--- config.mk ---
export PLATFORM = sky130hd
export DESIGN_NAME = program_replace_file_status
export DESIGN_NICKNAME = d
export VERILOG_FILES = /design/src/program_replace_pkg.sv /design/src/program_replace_file_status.sv
export VERILOG_INCLUDE_DIRS = /design/src
export SDC_FILE = /design/constraint.sdc
export NUM_CORES = 1
export LEC_CHECK = 0
export ABC_CLOCK_PERIOD_IN_PS = 3150
export BUFFER_PORTS_ARGS = -buffer_cell sky130_fd_sc_hd__buf_2
export CAP_MARGIN = 20
export CORE_MARGIN = 2
export CORE_UTILIZATION = 30
export DETAILED_ROUTE_END_ITERATION = 6
export GPL_TIMING_DRIVEN = 0
export MAX_ROUTING_LAYER = met4
export PLACE_DENSITY_LB_ADDON = 0.05
export SLEW_MARGIN = 10
export SYNTH_ARGS = -nofsm -noshare
export SYNTH_HDL_FRONTEND = slang
export SYNTH_SLANG_ARGS = --single-unit
--- constraint.sdc ---
create_clock -name mclk -period 3.15 [get_ports mclk]
set_input_delay 0.315 -clock mclk [delete_from_list [all_inputs] [get_ports mclk]]
set_output_delay 0.315 -clock mclk [all_outputs]
set_load 0.03 [all_outputs]
--- src/program_replace_regs.svh ---
// Register offsets, field positions and codes for the file status block
`ifndef PROGRAM_REPLACE_REGS_SVH
`define PROGRAM_REPLACE_REGS_SVH
`define OFS_FILE_STATUS 12'h000
`define OFS_XFER_REMAIN 12'h004
`define OFS_REPL_CTRL 12'h008
`define OFS_REPL_STATUS 12'h00C
`define OFS_REPL_PASSWORD 12'h010
`define OFS_FILE_NAME_HI 12'h014
`define OFS_FILE_NAME_LO 12'h018
`define OFS_XFER_LOAD 12'h01C
`define FS_CARD_TYPE_LSB 0
`define FS_EM_FMT_ERR 6
`define FS_CARD_FMT_ERR 7
`define FS_WRITE_ERR 8
`define FS_WRITE_IMPOSSIBLE 9
`define FS_READ_ERR 10
`define FS_NO_FILE 11
`define FS_BUSY 13
`define FS_ACCESSING 14
`define FS_CARD_DETECTED 15
`define RC_START 0
`define RC_IOM_HOLD 1
`define RC_FORCE_HOLD 2
`define RS_CODE_LSB 0
`define RS_ERROR 14
`define RS_START 15
`define RS_ACTIVE 16
`define RS_FIRST_SCAN 17
`define REPL_UNLOCK 16'hA5A5
`define CODE_OK 8'h01
`define CODE_FATAL 8'h00
`define CODE_WRITE_PROT 8'h11
`define CODE_BAD_PASSWORD 8'h12
`define CODE_NO_CARD 8'h21
`define CODE_NO_FILE 8'h22
`define CODE_BUSY 8'h31
`define REPL_CYCLES 8'h08
`endif
--- src/program_replace_pkg.sv ---
// Types shared by the file status and program replacement block
package program_replace_pkg;
  typedef enum logic [1:0] {
    REPL_IDLE = 2'b00,
    REPL_ARMED = 2'b01,
    REPL_LOAD = 2'b11,
    REPL_RESTART = 2'b10
  } repl_state_e;
  typedef struct packed {
    logic cmdSelf;
    logic readInstr;
    logic writeInstr;
    logic backup;
  } file_ops_s;
  typedef struct packed {
    logic emFormatErr;
    logic emFormatDone;
    logic cardFormatErr;
    logic writeErr;
    logic writeImpossible;
    logic readErr;
    logic noFile;
  } file_events_s;
  typedef struct packed {
    logic fatalErr;
    logic programWriting;
    logic accessBusy;
    logic fileFound;
    logic fileTooBig;
    logic writeProtected;
    logic loadDone;
  } repl_cond_s;
endpackage

--- src/program_replace_file_status.sv ---
// File memory status, self-addressed command gating and program replacement sequencer
//
// The address map and the APB register port were decided locally.
`timescale 1ns/1ns
`include "program_replace_regs.svh"

// How it works
// - Report card type or absence, three bits
// - Extended bank format error set, cleared on success
// - Flag unformatted card or failed card format
// - Flag errors while writing a file
// - Flag write-protect or insufficient free memory
// - Flag corrupt or wrong-type file read
// - Flag read of non-existent file
// - Busy during any file operation or replacement
// - Access flag only while data moves
// - Card-detected flag follows card presence
// - 32-bit remaining count, decremented per item
// - Refuse self command when busy, flag error
// - Start bit rise replaces program at scan end
// - Finish current scan before replacement starts
// - Replace only when every precondition holds
// - Stop execution and watchdog during replacement
// - IOM hold keeps memory, timer values cleared
// - Forced hold keeps force-set and force-reset states
// - Mask interrupts, stop trace, reinit conditions
// - Restart tasks, first-scan flag one scan
// - Start bit clears on finish and reset
// - Failure sets error flag and completion code
module program_replace_file_status
  import program_replace_pkg::*;
#(
  parameter int CARD_TYPE_W = 3,
  parameter int COUNT_W = 32
) (
  input wire logic mclk,
  input wire logic rst_n,
  input wire logic psel,
  input wire logic penable,
  input wire logic pwrite,
  input wire logic [11:0] paddr,
  input wire logic [31:0] pwdata,
  input wire logic [3:0] pstrb,
  output logic [31:0] prdata,
  output logic pready,
  output logic pslverr,
  input wire logic [CARD_TYPE_W-1:0] cardType,
  input wire logic cardPresent,
  input wire file_events_s fileEvents,
  input wire file_ops_s opStart,
  input wire file_ops_s opDone,
  input wire logic selfCmdReq,
  input wire logic dataAccess,
  input wire logic itemDone,
  input wire logic scanEnd,
  input wire repl_cond_s replCond,
  output logic selfCmdAccept,
  output logic instrErr,
  output logic execHalt,
  output logic watchdogSuspend,
  output logic intMask,
  output logic traceStop,
  output logic condReinit,
  output logic edgeFlagReinit,
  output logic timerPvClear,
  output logic ioMemClear,
  output logic forceClear,
  output logic loadReq,
  output logic tasksRestart,
  output logic firstScan
);
  // Elaboration stops on any card type width other than 3 or count width other than 32
  if (CARD_TYPE_W != 3) begin
    $error("Card type field is three bits");
  end
  if (COUNT_W != 32) begin
    $error("Transfer count is 32 bits");
  end

  repl_state_e state;
  file_ops_s opActive;
  logic [CARD_TYPE_W-1:0] cardTypeReg;
  logic cardDetected, accessing;
  logic emFmtErr, cardFmtErr, writeErr, writeImp, readErr, noFile;
  logic [COUNT_W-1:0] itemsLeft;
  logic startBit, startPrev, ioMemoryKeepBit, forceHoldBit;
  logic [15:0] password;
  logic [63:0] fileName;
  logic replError;
  logic [7:0] replCode;
  logic [7:0] loadCnt;
  logic firstScanPend;
  logic busy, replActive, startRise, selfOk;
  logic wrEn, rdEn;
  logic [7:0] failCode;
  logic [31:0] next_prdata;

  assign replActive = (state != REPL_IDLE);
  assign busy = (|opActive) || replActive;
  assign startRise = startBit && !startPrev;
  assign selfOk = selfCmdReq && !busy;
  assign wrEn = psel && penable && pwrite;
  assign rdEn = psel && !penable && !pwrite;

  // Status inputs sampled each clock
  // An absent card reads as type zero; access shows only inside an operation or a replacement
  always_ff @(posedge mclk) begin
    if (!rst_n) begin
      cardTypeReg <= '0;
      cardDetected <= 1'b0;
      accessing <= 1'b0;
    end else begin
      cardTypeReg <= cardPresent ? cardType : '0;
      cardDetected <= cardPresent;
      accessing <= dataAccess && busy;
    end
  end

  // Error flags: hardware set wins over a software clear in the same cycle
  always_ff @(posedge mclk) begin
    if (!rst_n) begin
      emFmtErr <= 1'b0;
      cardFmtErr <= 1'b0;
      writeErr <= 1'b0;
      writeImp <= 1'b0;
      readErr <= 1'b0;
      noFile <= 1'b0;
    end else begin
      if (fileEvents.emFormatErr) emFmtErr <= 1'b1;
      else if (fileEvents.emFormatDone) emFmtErr <= 1'b0;
      if (fileEvents.cardFormatErr) cardFmtErr <= 1'b1;
      else if (wrEn && paddr == `OFS_FILE_STATUS && pwdata[`FS_CARD_FMT_ERR]) cardFmtErr <= 1'b0;
      if (fileEvents.writeErr) writeErr <= 1'b1;
      else if (wrEn && paddr == `OFS_FILE_STATUS && pwdata[`FS_WRITE_ERR]) writeErr <= 1'b0;
      if (fileEvents.writeImpossible) writeImp <= 1'b1;
      else if (wrEn && paddr == `OFS_FILE_STATUS && pwdata[`FS_WRITE_IMPOSSIBLE]) writeImp <= 1'b0;
      if (fileEvents.readErr) readErr <= 1'b1;
      else if (wrEn && paddr == `OFS_FILE_STATUS && pwdata[`FS_READ_ERR]) readErr <= 1'b0;
      if (fileEvents.noFile) noFile <= 1'b1;
      else if (wrEn && paddr == `OFS_FILE_STATUS && pwdata[`FS_NO_FILE]) noFile <= 1'b0;
    end
  end

  // A start while busy is refused; starts in one idle cycle all begin, but a self command starts from selfCmdReq, not opStart.cmdSelf
  always_ff @(posedge mclk) begin
    if (!rst_n) begin
      opActive <= '0;
      selfCmdAccept <= 1'b0;
      instrErr <= 1'b0;
    end else begin
      selfCmdAccept <= selfOk;
      instrErr <= selfCmdReq && busy;
      opActive.cmdSelf <= (opActive.cmdSelf && !opDone.cmdSelf) || selfOk;
      opActive.readInstr <= (opActive.readInstr && !opDone.readInstr)
                            || (opStart.readInstr && !busy);
      opActive.writeInstr <= (opActive.writeInstr && !opDone.writeInstr)
                             || (opStart.writeInstr && !busy);
      opActive.backup <= (opActive.backup && !opDone.backup) || (opStart.backup && !busy);
    end
  end

  // Transfer count: loaded by software, decremented per word or field
  always_ff @(posedge mclk) begin
    if (!rst_n) begin
      itemsLeft <= '0;
    end else if (wrEn && paddr == `OFS_XFER_LOAD) begin
      itemsLeft <= pwdata;
    end else if (itemDone && itemsLeft != '0) begin
      itemsLeft <= itemsLeft - 1'b1;
    end
  end

  // Replacement control words written over APB
  always_ff @(posedge mclk) begin
    if (!rst_n) begin
      ioMemoryKeepBit <= 1'b0;
      forceHoldBit <= 1'b0;
      password <= '0;
      fileName <= {8{8'h20}};
    end else if (wrEn) begin
      if (paddr == `OFS_REPL_CTRL && pstrb[0]) begin
        ioMemoryKeepBit <= pwdata[`RC_IOM_HOLD];
        forceHoldBit <= pwdata[`RC_FORCE_HOLD];
      end
      if (paddr == `OFS_REPL_PASSWORD) password <= pwdata[15:0];
      if (paddr == `OFS_FILE_NAME_HI) fileName[63:32] <= pwdata;
      if (paddr == `OFS_FILE_NAME_LO) fileName[31:0] <= pwdata;
    end
  end

  // Failure code, priority in checking order
  always_comb begin
    failCode = `CODE_OK;
    if (replCond.fatalErr) failCode = `CODE_FATAL;
    else if (replCond.writeProtected) failCode = `CODE_WRITE_PROT;
    else if (password != `REPL_UNLOCK) failCode = `CODE_BAD_PASSWORD;
    else if (!cardDetected) failCode = `CODE_NO_CARD;
    else if (!replCond.fileFound) failCode = `CODE_NO_FILE;
    else if ((|opActive) || replCond.programWriting || replCond.accessBusy)
      failCode = `CODE_BUSY;
  end

  // Start bit: set by software, cleared by hardware at finish
  always_ff @(posedge mclk) begin
    if (!rst_n) begin
      startBit <= 1'b0;
      startPrev <= 1'b0;
    end else begin
      startPrev <= startBit;
      if (state == REPL_RESTART) startBit <= 1'b0;
      else if (wrEn && paddr == `OFS_REPL_CTRL && pstrb[0] && !replActive)
        startBit <= pwdata[`RC_START];
    end
  end

  // Sequencer: armed waits for scan end, load halts execution
  always_ff @(posedge mclk) begin
    if (!rst_n) begin
      state <= REPL_IDLE;
      replError <= 1'b0;
      replCode <= `CODE_OK;
      loadCnt <= '0;
    end else begin
      unique case (state)
        REPL_IDLE: begin
          if (startRise) begin
            state <= REPL_ARMED;
            replError <= 1'b0;
          end
        end
        REPL_ARMED: begin
          if (scanEnd) begin
            if (failCode != `CODE_OK) begin
              replError <= 1'b1;
              replCode <= failCode;
              state <= REPL_RESTART;
            end else begin
              state <= REPL_LOAD;
              loadCnt <= `REPL_CYCLES;
            end
          end
        end
        REPL_LOAD: begin
          if (loadCnt != '0) loadCnt <= loadCnt - 1'b1;
          if (replCond.fileTooBig) begin
            replError <= 1'b1;
            replCode <= `CODE_FATAL + 8'h01;
            state <= REPL_RESTART;
          end else if (replCond.loadDone && loadCnt == '0) begin
            replCode <= `CODE_OK;
            state <= REPL_RESTART;
          end
        end
        // Both outcomes pass through here so the start bit is always released
        REPL_RESTART: state <= REPL_IDLE;
      endcase
    end
  end

  // Side effects of replacement toward the CPU core
  always_ff @(posedge mclk) begin
    if (!rst_n) begin
      execHalt <= 1'b0;
      watchdogSuspend <= 1'b0;
      intMask <= 1'b0;
      traceStop <= 1'b0;
      condReinit <= 1'b0;
      edgeFlagReinit <= 1'b0;
      timerPvClear <= 1'b0;
      ioMemClear <= 1'b0;
      forceClear <= 1'b0;
      loadReq <= 1'b0;
      tasksRestart <= 1'b0;
      firstScan <= 1'b0;
      firstScanPend <= 1'b0;
    end else begin
      execHalt <= (state == REPL_LOAD);
      watchdogSuspend <= (state == REPL_LOAD);
      intMask <= (state == REPL_LOAD);
      traceStop <= (state == REPL_LOAD);
      condReinit <= (state == REPL_LOAD);
      edgeFlagReinit <= (state == REPL_LOAD);
      timerPvClear <= (state == REPL_LOAD);
      ioMemClear <= (state == REPL_LOAD) && !ioMemoryKeepBit;
      forceClear <= (state == REPL_LOAD) && !forceHoldBit;
      loadReq <= (state == REPL_LOAD);
      tasksRestart <= (state == REPL_RESTART) && !replError;
      // First-scan flag spans the whole first scan after the restart
      if (state == REPL_RESTART && !replError) firstScanPend <= 1'b1;
      else if (firstScan && scanEnd) firstScanPend <= 1'b0;
      if (firstScanPend && !firstScan) firstScan <= 1'b1;
      else if (firstScan && scanEnd) firstScan <= 1'b0;
    end
  end

  // APB read mux; unmapped addresses read zero, with an error above the load offset or when misaligned
  always_comb begin
    next_prdata = '0;
    unique case (paddr)
      `OFS_FILE_STATUS: begin
        next_prdata[`FS_CARD_TYPE_LSB +: CARD_TYPE_W] = cardTypeReg;
        next_prdata[`FS_EM_FMT_ERR] = emFmtErr;
        next_prdata[`FS_CARD_FMT_ERR] = cardFmtErr;
        next_prdata[`FS_WRITE_ERR] = writeErr;
        next_prdata[`FS_WRITE_IMPOSSIBLE] = writeImp;
        next_prdata[`FS_READ_ERR] = readErr;
        next_prdata[`FS_NO_FILE] = noFile;
        next_prdata[`FS_BUSY] = busy;
        next_prdata[`FS_ACCESSING] = accessing;
        next_prdata[`FS_CARD_DETECTED] = cardDetected;
      end
      `OFS_XFER_REMAIN: next_prdata = itemsLeft;
      `OFS_REPL_CTRL: next_prdata = {29'h0, forceHoldBit, ioMemoryKeepBit, startBit};
      `OFS_REPL_STATUS: begin
        next_prdata[`RS_CODE_LSB +: 8] = replCode;
        next_prdata[`RS_ERROR] = replError;
        next_prdata[`RS_START] = startBit;
        next_prdata[`RS_ACTIVE] = replActive;
        next_prdata[`RS_FIRST_SCAN] = firstScan;
      end
      `OFS_REPL_PASSWORD: next_prdata = {16'h0, password};
      `OFS_FILE_NAME_HI: next_prdata = fileName[63:32];
      `OFS_FILE_NAME_LO: next_prdata = fileName[31:0];
      default: next_prdata = '0;
    endcase
  end

  // Read data is captured at setup so it stands through the access cycle
  always_ff @(posedge mclk) begin
    if (!rst_n) begin
      prdata <= '0;
      pready <= 1'b0;
      pslverr <= 1'b0;
    end else begin
      pready <= psel && !penable;
      if (rdEn) prdata <= next_prdata;
      pslverr <= psel && !penable && (paddr > `OFS_XFER_LOAD || paddr[1:0] != 2'b00);
    end
  end
endmodule

* Word level (Yosys, flattened, before mapping)
Cells that the tools add are included.
** Operators by class
- Add/subtract/negate cells :: 2
- $lt $le $gt $ge :: 1
- Equality and inequality tests :: 19
- Mux-type cells :: 52
- Bitwise gates (word level) :: 1
- Reductions and logical operators :: 84
** Operators by type and width (number)
- 32-bit two-way mux :: 2
- 8-bit two-way mux :: 7
- 12-bit by 5-bit equality test with 1-bit output, second input constant :: 4
- 14-bit one-hot mux with 3 select lines :: 1
- 6-bit two-way mux :: 6
- 1-bit logical AND :: 34
- 8-bit one-hot mux with 2 select lines :: 2
- 32-bit nonzero test :: 1
- 32-bit by 1-bit subtractor with 32-bit output, second input constant :: 1
- 12-bit by 4-bit equality test with 1-bit output, second input constant :: 2
- 2-bit one-hot mux with 6 select lines :: 2
- 2-bit nonzero test :: 12
- 3-bit one-hot mux with 7 select lines :: 1
- 1-bit two-way mux :: 20
- 4-bit one-hot mux with 5 select lines :: 1
- 16-bit inequality test, second input constant :: 1
- 2-bit one-hot mux with 4 select lines :: 2
- 3-bit one-hot mux with 5 select lines :: 1
- 1-bit logical NOT :: 13
- 12-bit by 3-bit equality test with 1-bit output, second input constant :: 1
- 12-bit by 5-bit > comparator with 1-bit output, second input constant :: 1
- 12-bit logical NOT :: 1
- 2-bit inequality test, second input constant :: 6
- 2-bit AND reduction :: 5
- 20 further kinds :: 32
** Word-level totals
- Bits in registers :: 192
- Bits of input ports :: 83
- Output and inout bits :: 48
- Word-level logic and storage cells :: 195

* Logic depth before layout (Yosys ltp)
- Depth after elaboration :: 13
- Gate-level depth with buffers :: 10
- Depth with buffers taken out :: 8

* Worst setup path after synthesis
Ideal clock, no wire load.
- Path type :: reg-to-reg
- Start point :: register itemsLeft[0]
- End point :: register itemsLeft[28]
- Setup time :: 74 ps
- Data arrival time :: 2361 ps
- Data required time :: 3076 ps
- Setup slack :: 715 ps
- Cell stages (with the launch flop) :: 10
- Cells stage by stage :: dfxtp_1 clkbuf_1 inv_1 ha_1 or4b_1 nor4_4 and2_1 nand4b_1 or4_1 a31oi_1
** Between the ends
- Cells in the longest elaborated chain, start to end :: 3
** Ends and longest elaborated chain
- start: declaration :: line program_replace_file_status.sv:85 : logic [COUNT_W-1:0] itemsLeft;
- start signal: assignment :: line program_replace_file_status.sv:167 : itemsLeft <= pwdata;
- start signal: assignment :: line program_replace_file_status.sv:169 : itemsLeft <= itemsLeft - 1'b1;
- 32-bit by 1-bit subtractor with 32-bit output or 32-bit nonzero test (tied branches) :: line program_replace_file_status.sv:169, program_replace_file_status.sv:168
- 32-bit two-way mux or 1-bit logical AND (tied branches) :: line program_replace_file_status.sv:168 : end else if (itemDone && itemsLeft != '0) begin
- 32-bit two-way mux or 2-bit nonzero test (tied branches)
Parallel ways exist; a longest one is shown, timed or not. The select of a mux whose other input is x is not followed.
A chain may end at the register's enable or synchronous reset.

* Worst setup path after layout
- Start point :: input port paddr[5]
- End point :: register prdata[31]
** Between the ends
- Cells in the longest elaborated chain, start to end :: 2
** Ends and longest elaborated chain
- start: declaration :: line program_replace_file_status.sv:41 : input wire logic [11:0] paddr,
- 12-bit by 5-bit equality test with 1-bit output or 12-bit by 3-bit equality test with 1-bit output (tied branches) :: line program_replace_file_status.sv:299 : unique case (paddr)
- 14-bit one-hot mux with 3 select lines (*) :: line program_replace_file_status.sv:299
- end signal: assignment :: line program_replace_file_status.sv:336 : if (rdEn) prdata <= next_prdata;
- end: declaration :: line program_replace_file_status.sv:44 : output logic [31:0] prdata,
Mark *: on every way between the ends. The rest lies on a longest branch, timed or not.

==> impl_results.md <==
* Core Footprint at 28,000 um^2
* Vias per cell at 5.08
* Post-synthesis async set-or-reset flop share at 0%
* Met1 Use GR at 29.9%
* Die H at 173 um
* Top cell type's share of synthesized area at 43.8%
* Status: finished, final reports clean
* R2R Path End: itemsLeft[28]
* Yosys reg bits at between 150 and 200
* DR DRC count at 0
* Reg2reg setup slack at 240 ps
* Pins Over Slew Limit at 0
* Clock root buffer: clkbuf_16
* Fin. Hold Viols at 0
* Clock skew at 14.4 ps
* Placed cell count at 1,543
* Commonest non-fill, non-tap cell in the layout: dfxtp_1
* Sequential area share after synthesis at approximately 44%
* WP data arrival at ~3400 ps
* Max Cap Violations at 0
* Post-route minimum period at between 2000 and 3000 ps
* Pin count of the biggest net entering global routing at 19
* Synthesized area at about 8600 um^2
* Crit share post-route at 95.2%
* Most frequent cells in the layout: dfxtp_1 (188), nand2_1 (171), buf_2 (129), a21oi_1 (128), nor2_1 (67)
* Final Setup Violations at 0
* Synth cell types at 62
* FMAX at 334 MHz
* Worst r2r path cells at 9
* Wire per inst at 20.6 um
* Starting density of the core at a little under a third
* Layout cells sized above 1 at 17.4%
* Worst r2r src: itemsLeft[0]
* Rows at 61
* Sink Count at 188
* HP Class: primary input to flip-flop
* Busiest grt layer: met2
* Via count at 8,005
* Rel. slew slack at approximately 33%
* Final antenna-violating net count at 0
* Final Util at 37.0%
* RSZ-0062 raised after global routing: no
* Clock Pin Slew Worst Setup and Hold Paths at 80 ps
* Clock buffer depth at 2
* Post-synthesis net count at 1,129
* Placement Setup Slack at -160 ps
* Hold Path Stages at 2
* Classification of the worst setup path: primary input to flip-flop
* DRT iter0 DRCs at between 500 and 600
* WL final at 32,500 um
* Yosys warnings at 0
* Die area at 30,000 um^2
* Ys flop type: dfxtp_1
* Startpoint types: primary input
* CP top delay family: simple AND/OR/NAND/NOR gates
* Clock latency on the worst-skew pair at between 400 and 500 ps
* Total Routing Usage GR at 22.2%
* CTS Buf Count at 17
* Hold EP: writeImp
* Clock tree from TritonCTS: done
* Antenna diodes at 0
* Final layout net count at approximately 1,300
* Port Buf Inserts at between 100 and 150
* Crit-path max FO at 10
* Post-Syn Area per Cell at 8.28 um^2
* Met2 Use GR at 35.4%
* GP Congestion at roughly 0.85
* Final WS setup at 152 ps
* Die X-Extent at 173 um
* CP endpoint kind: flip-flop
* Post-DP HPWL at 25,000 um
* Slowest stage cell, crit path: nor3_2
* Critical path buffers and inverters at 3
* Slew @ Worst Pin at 1000 ps
* Number of H-tree levels at 4
* Initial antenna violation count at 0
* Number of synthesized flops with an enable pin at 0
* Leakage power at 3.91 nW
* Synth Instances at 1,038
* Number of global-route vias before repair at about 7,900
* Worst path cell trace: buf_2, nor3_1, nand3_1, buf_2, nor3_2, clkbuf_1, a221oi_1, nor3_1
* Final non-filler cell total at between 1,500 and 2,000
* Layout overhead on the synthesized area at 20.7%
* M3 GR Usage at 2.81%
* Area contributors post-synth: dfxtp_1 (44%), nand2_1 (7.5%), a21oi_1 (7.5%)
* Iteration count of the initial detailed-routing pass at 5
* Grt total ovfl at 0
* Slowest cell delay on critical path at 720 ps
* Leading area contributor after synthesis: dfxtp_1
* Min-Delay Startpoint: fileEvents[2]
* Tot Pwr at ~7.5 mW
* Io pins at 131
* P per Cell Area at 724 nW/um^2
* First-pass GRT wire length at 49,200 um
* VDD IR max at 0.340 mV
* CP Data Required Time at 3510 ps
-- cell type report --
type	instances	area (um^2)
fill	3008	17600
timing repair buffer	129	651
sequential	188	3760
tap	378	473
clock buffer	18	439
clock inverter	14	193
inverter	18	67.6
multi-input combinational	756	4470
buffer	76	314
-- worst max path at each step --
stage / startpoint / slack, ps / depth (start not counted) / end
3_5_place_dp: paddr[5] / -160 / 8 / prdata[31]
2_1_floorplan: itemsLeft[0] / 710 / 9 / itemsLeft[28]
4_1_cts: itemsLeft[0] / 160 / 10 / itemsLeft[14]
6_report: paddr[5] / 150 / 8 / prdata[31]
5_1_grt: paddr[5] / 4 / 8 / prdata[30]
3_3_place_gp: paddr[9] / -190 / 7 / prdata[6]
-- cells in the mapped netlist (10+ instances only) --
library cell	instances
a21oi_1	128
clkbuf_1	65
inv_1	18
mux2i_1	36
nor3_1	39
mux2_2	15
o21ai_0	65
xor2_1	24
nor2_1	67
and3_1	10
dfxtp_1	188
nand2_1	171
nand3_1	36
a22oi_1	10
nand4_1	14
a221oi_1	14
-- layer usage --
metal	part of all wire, %	routed length, um
met1	48	15600
met2	47	15100
met3	3.7	1220
met4	1.5	494
met5	0	0
-- what timing repair did --
item / in CTS / in global routing
hold buffers: 0 / 0
gates resized for setup: 0 / 3
endpoints found under the setup margin: 0 / 24
buffers inserted: 0 / 2
-- through the flow --
stage                     TNS (ps)  cell area (um^2)  hold WS, ps
final                            0             10400         78.3
after global routing             0             10400         75.2
after CTS                        0             10300         62.4
after detailed placement     -1710              9700          443
after global placement       -3230              9690          434
after floorplan                  0              8590          398
-- sequential cells by signal (all words and copies together), names as in the netlist, 2 cells and up --
name,cells
cardTypeReg,3
fileName,64
itemsLeft,32
loadCnt,8
opActive,4
password,16
prdata,32
replCode,4
state,2
-- where the power goes --
part / switching (mW) / leakage [nW] / total (mW) / internal, mW
Combinational: 1.37 / 2.07 / 2.21 / 0.840
Clock: 1.08 / 0.314 / 2.39 / 1.31
Sequential: 0.301 / 1.53 / 2.91 / 2.61
Total: 2.75 / 3.91 / 7.51 / 4.76
-- logic make-up (layout without fill, tap and decap cells) --
group           count (synthesis)  count (layout)  synth area share, %
compound gates                267             267                 18.5
xor+xnor                       25              25                 2.55
fa+ha+maj                       8               8                 1.16
buf+inv                        94             255                 4.44
flops                         188             188                 43.8
mux                            52              52                 6.42
simple gates                  404             404                 23.1
No activity file was read; power rests on OpenSTA's default activity.
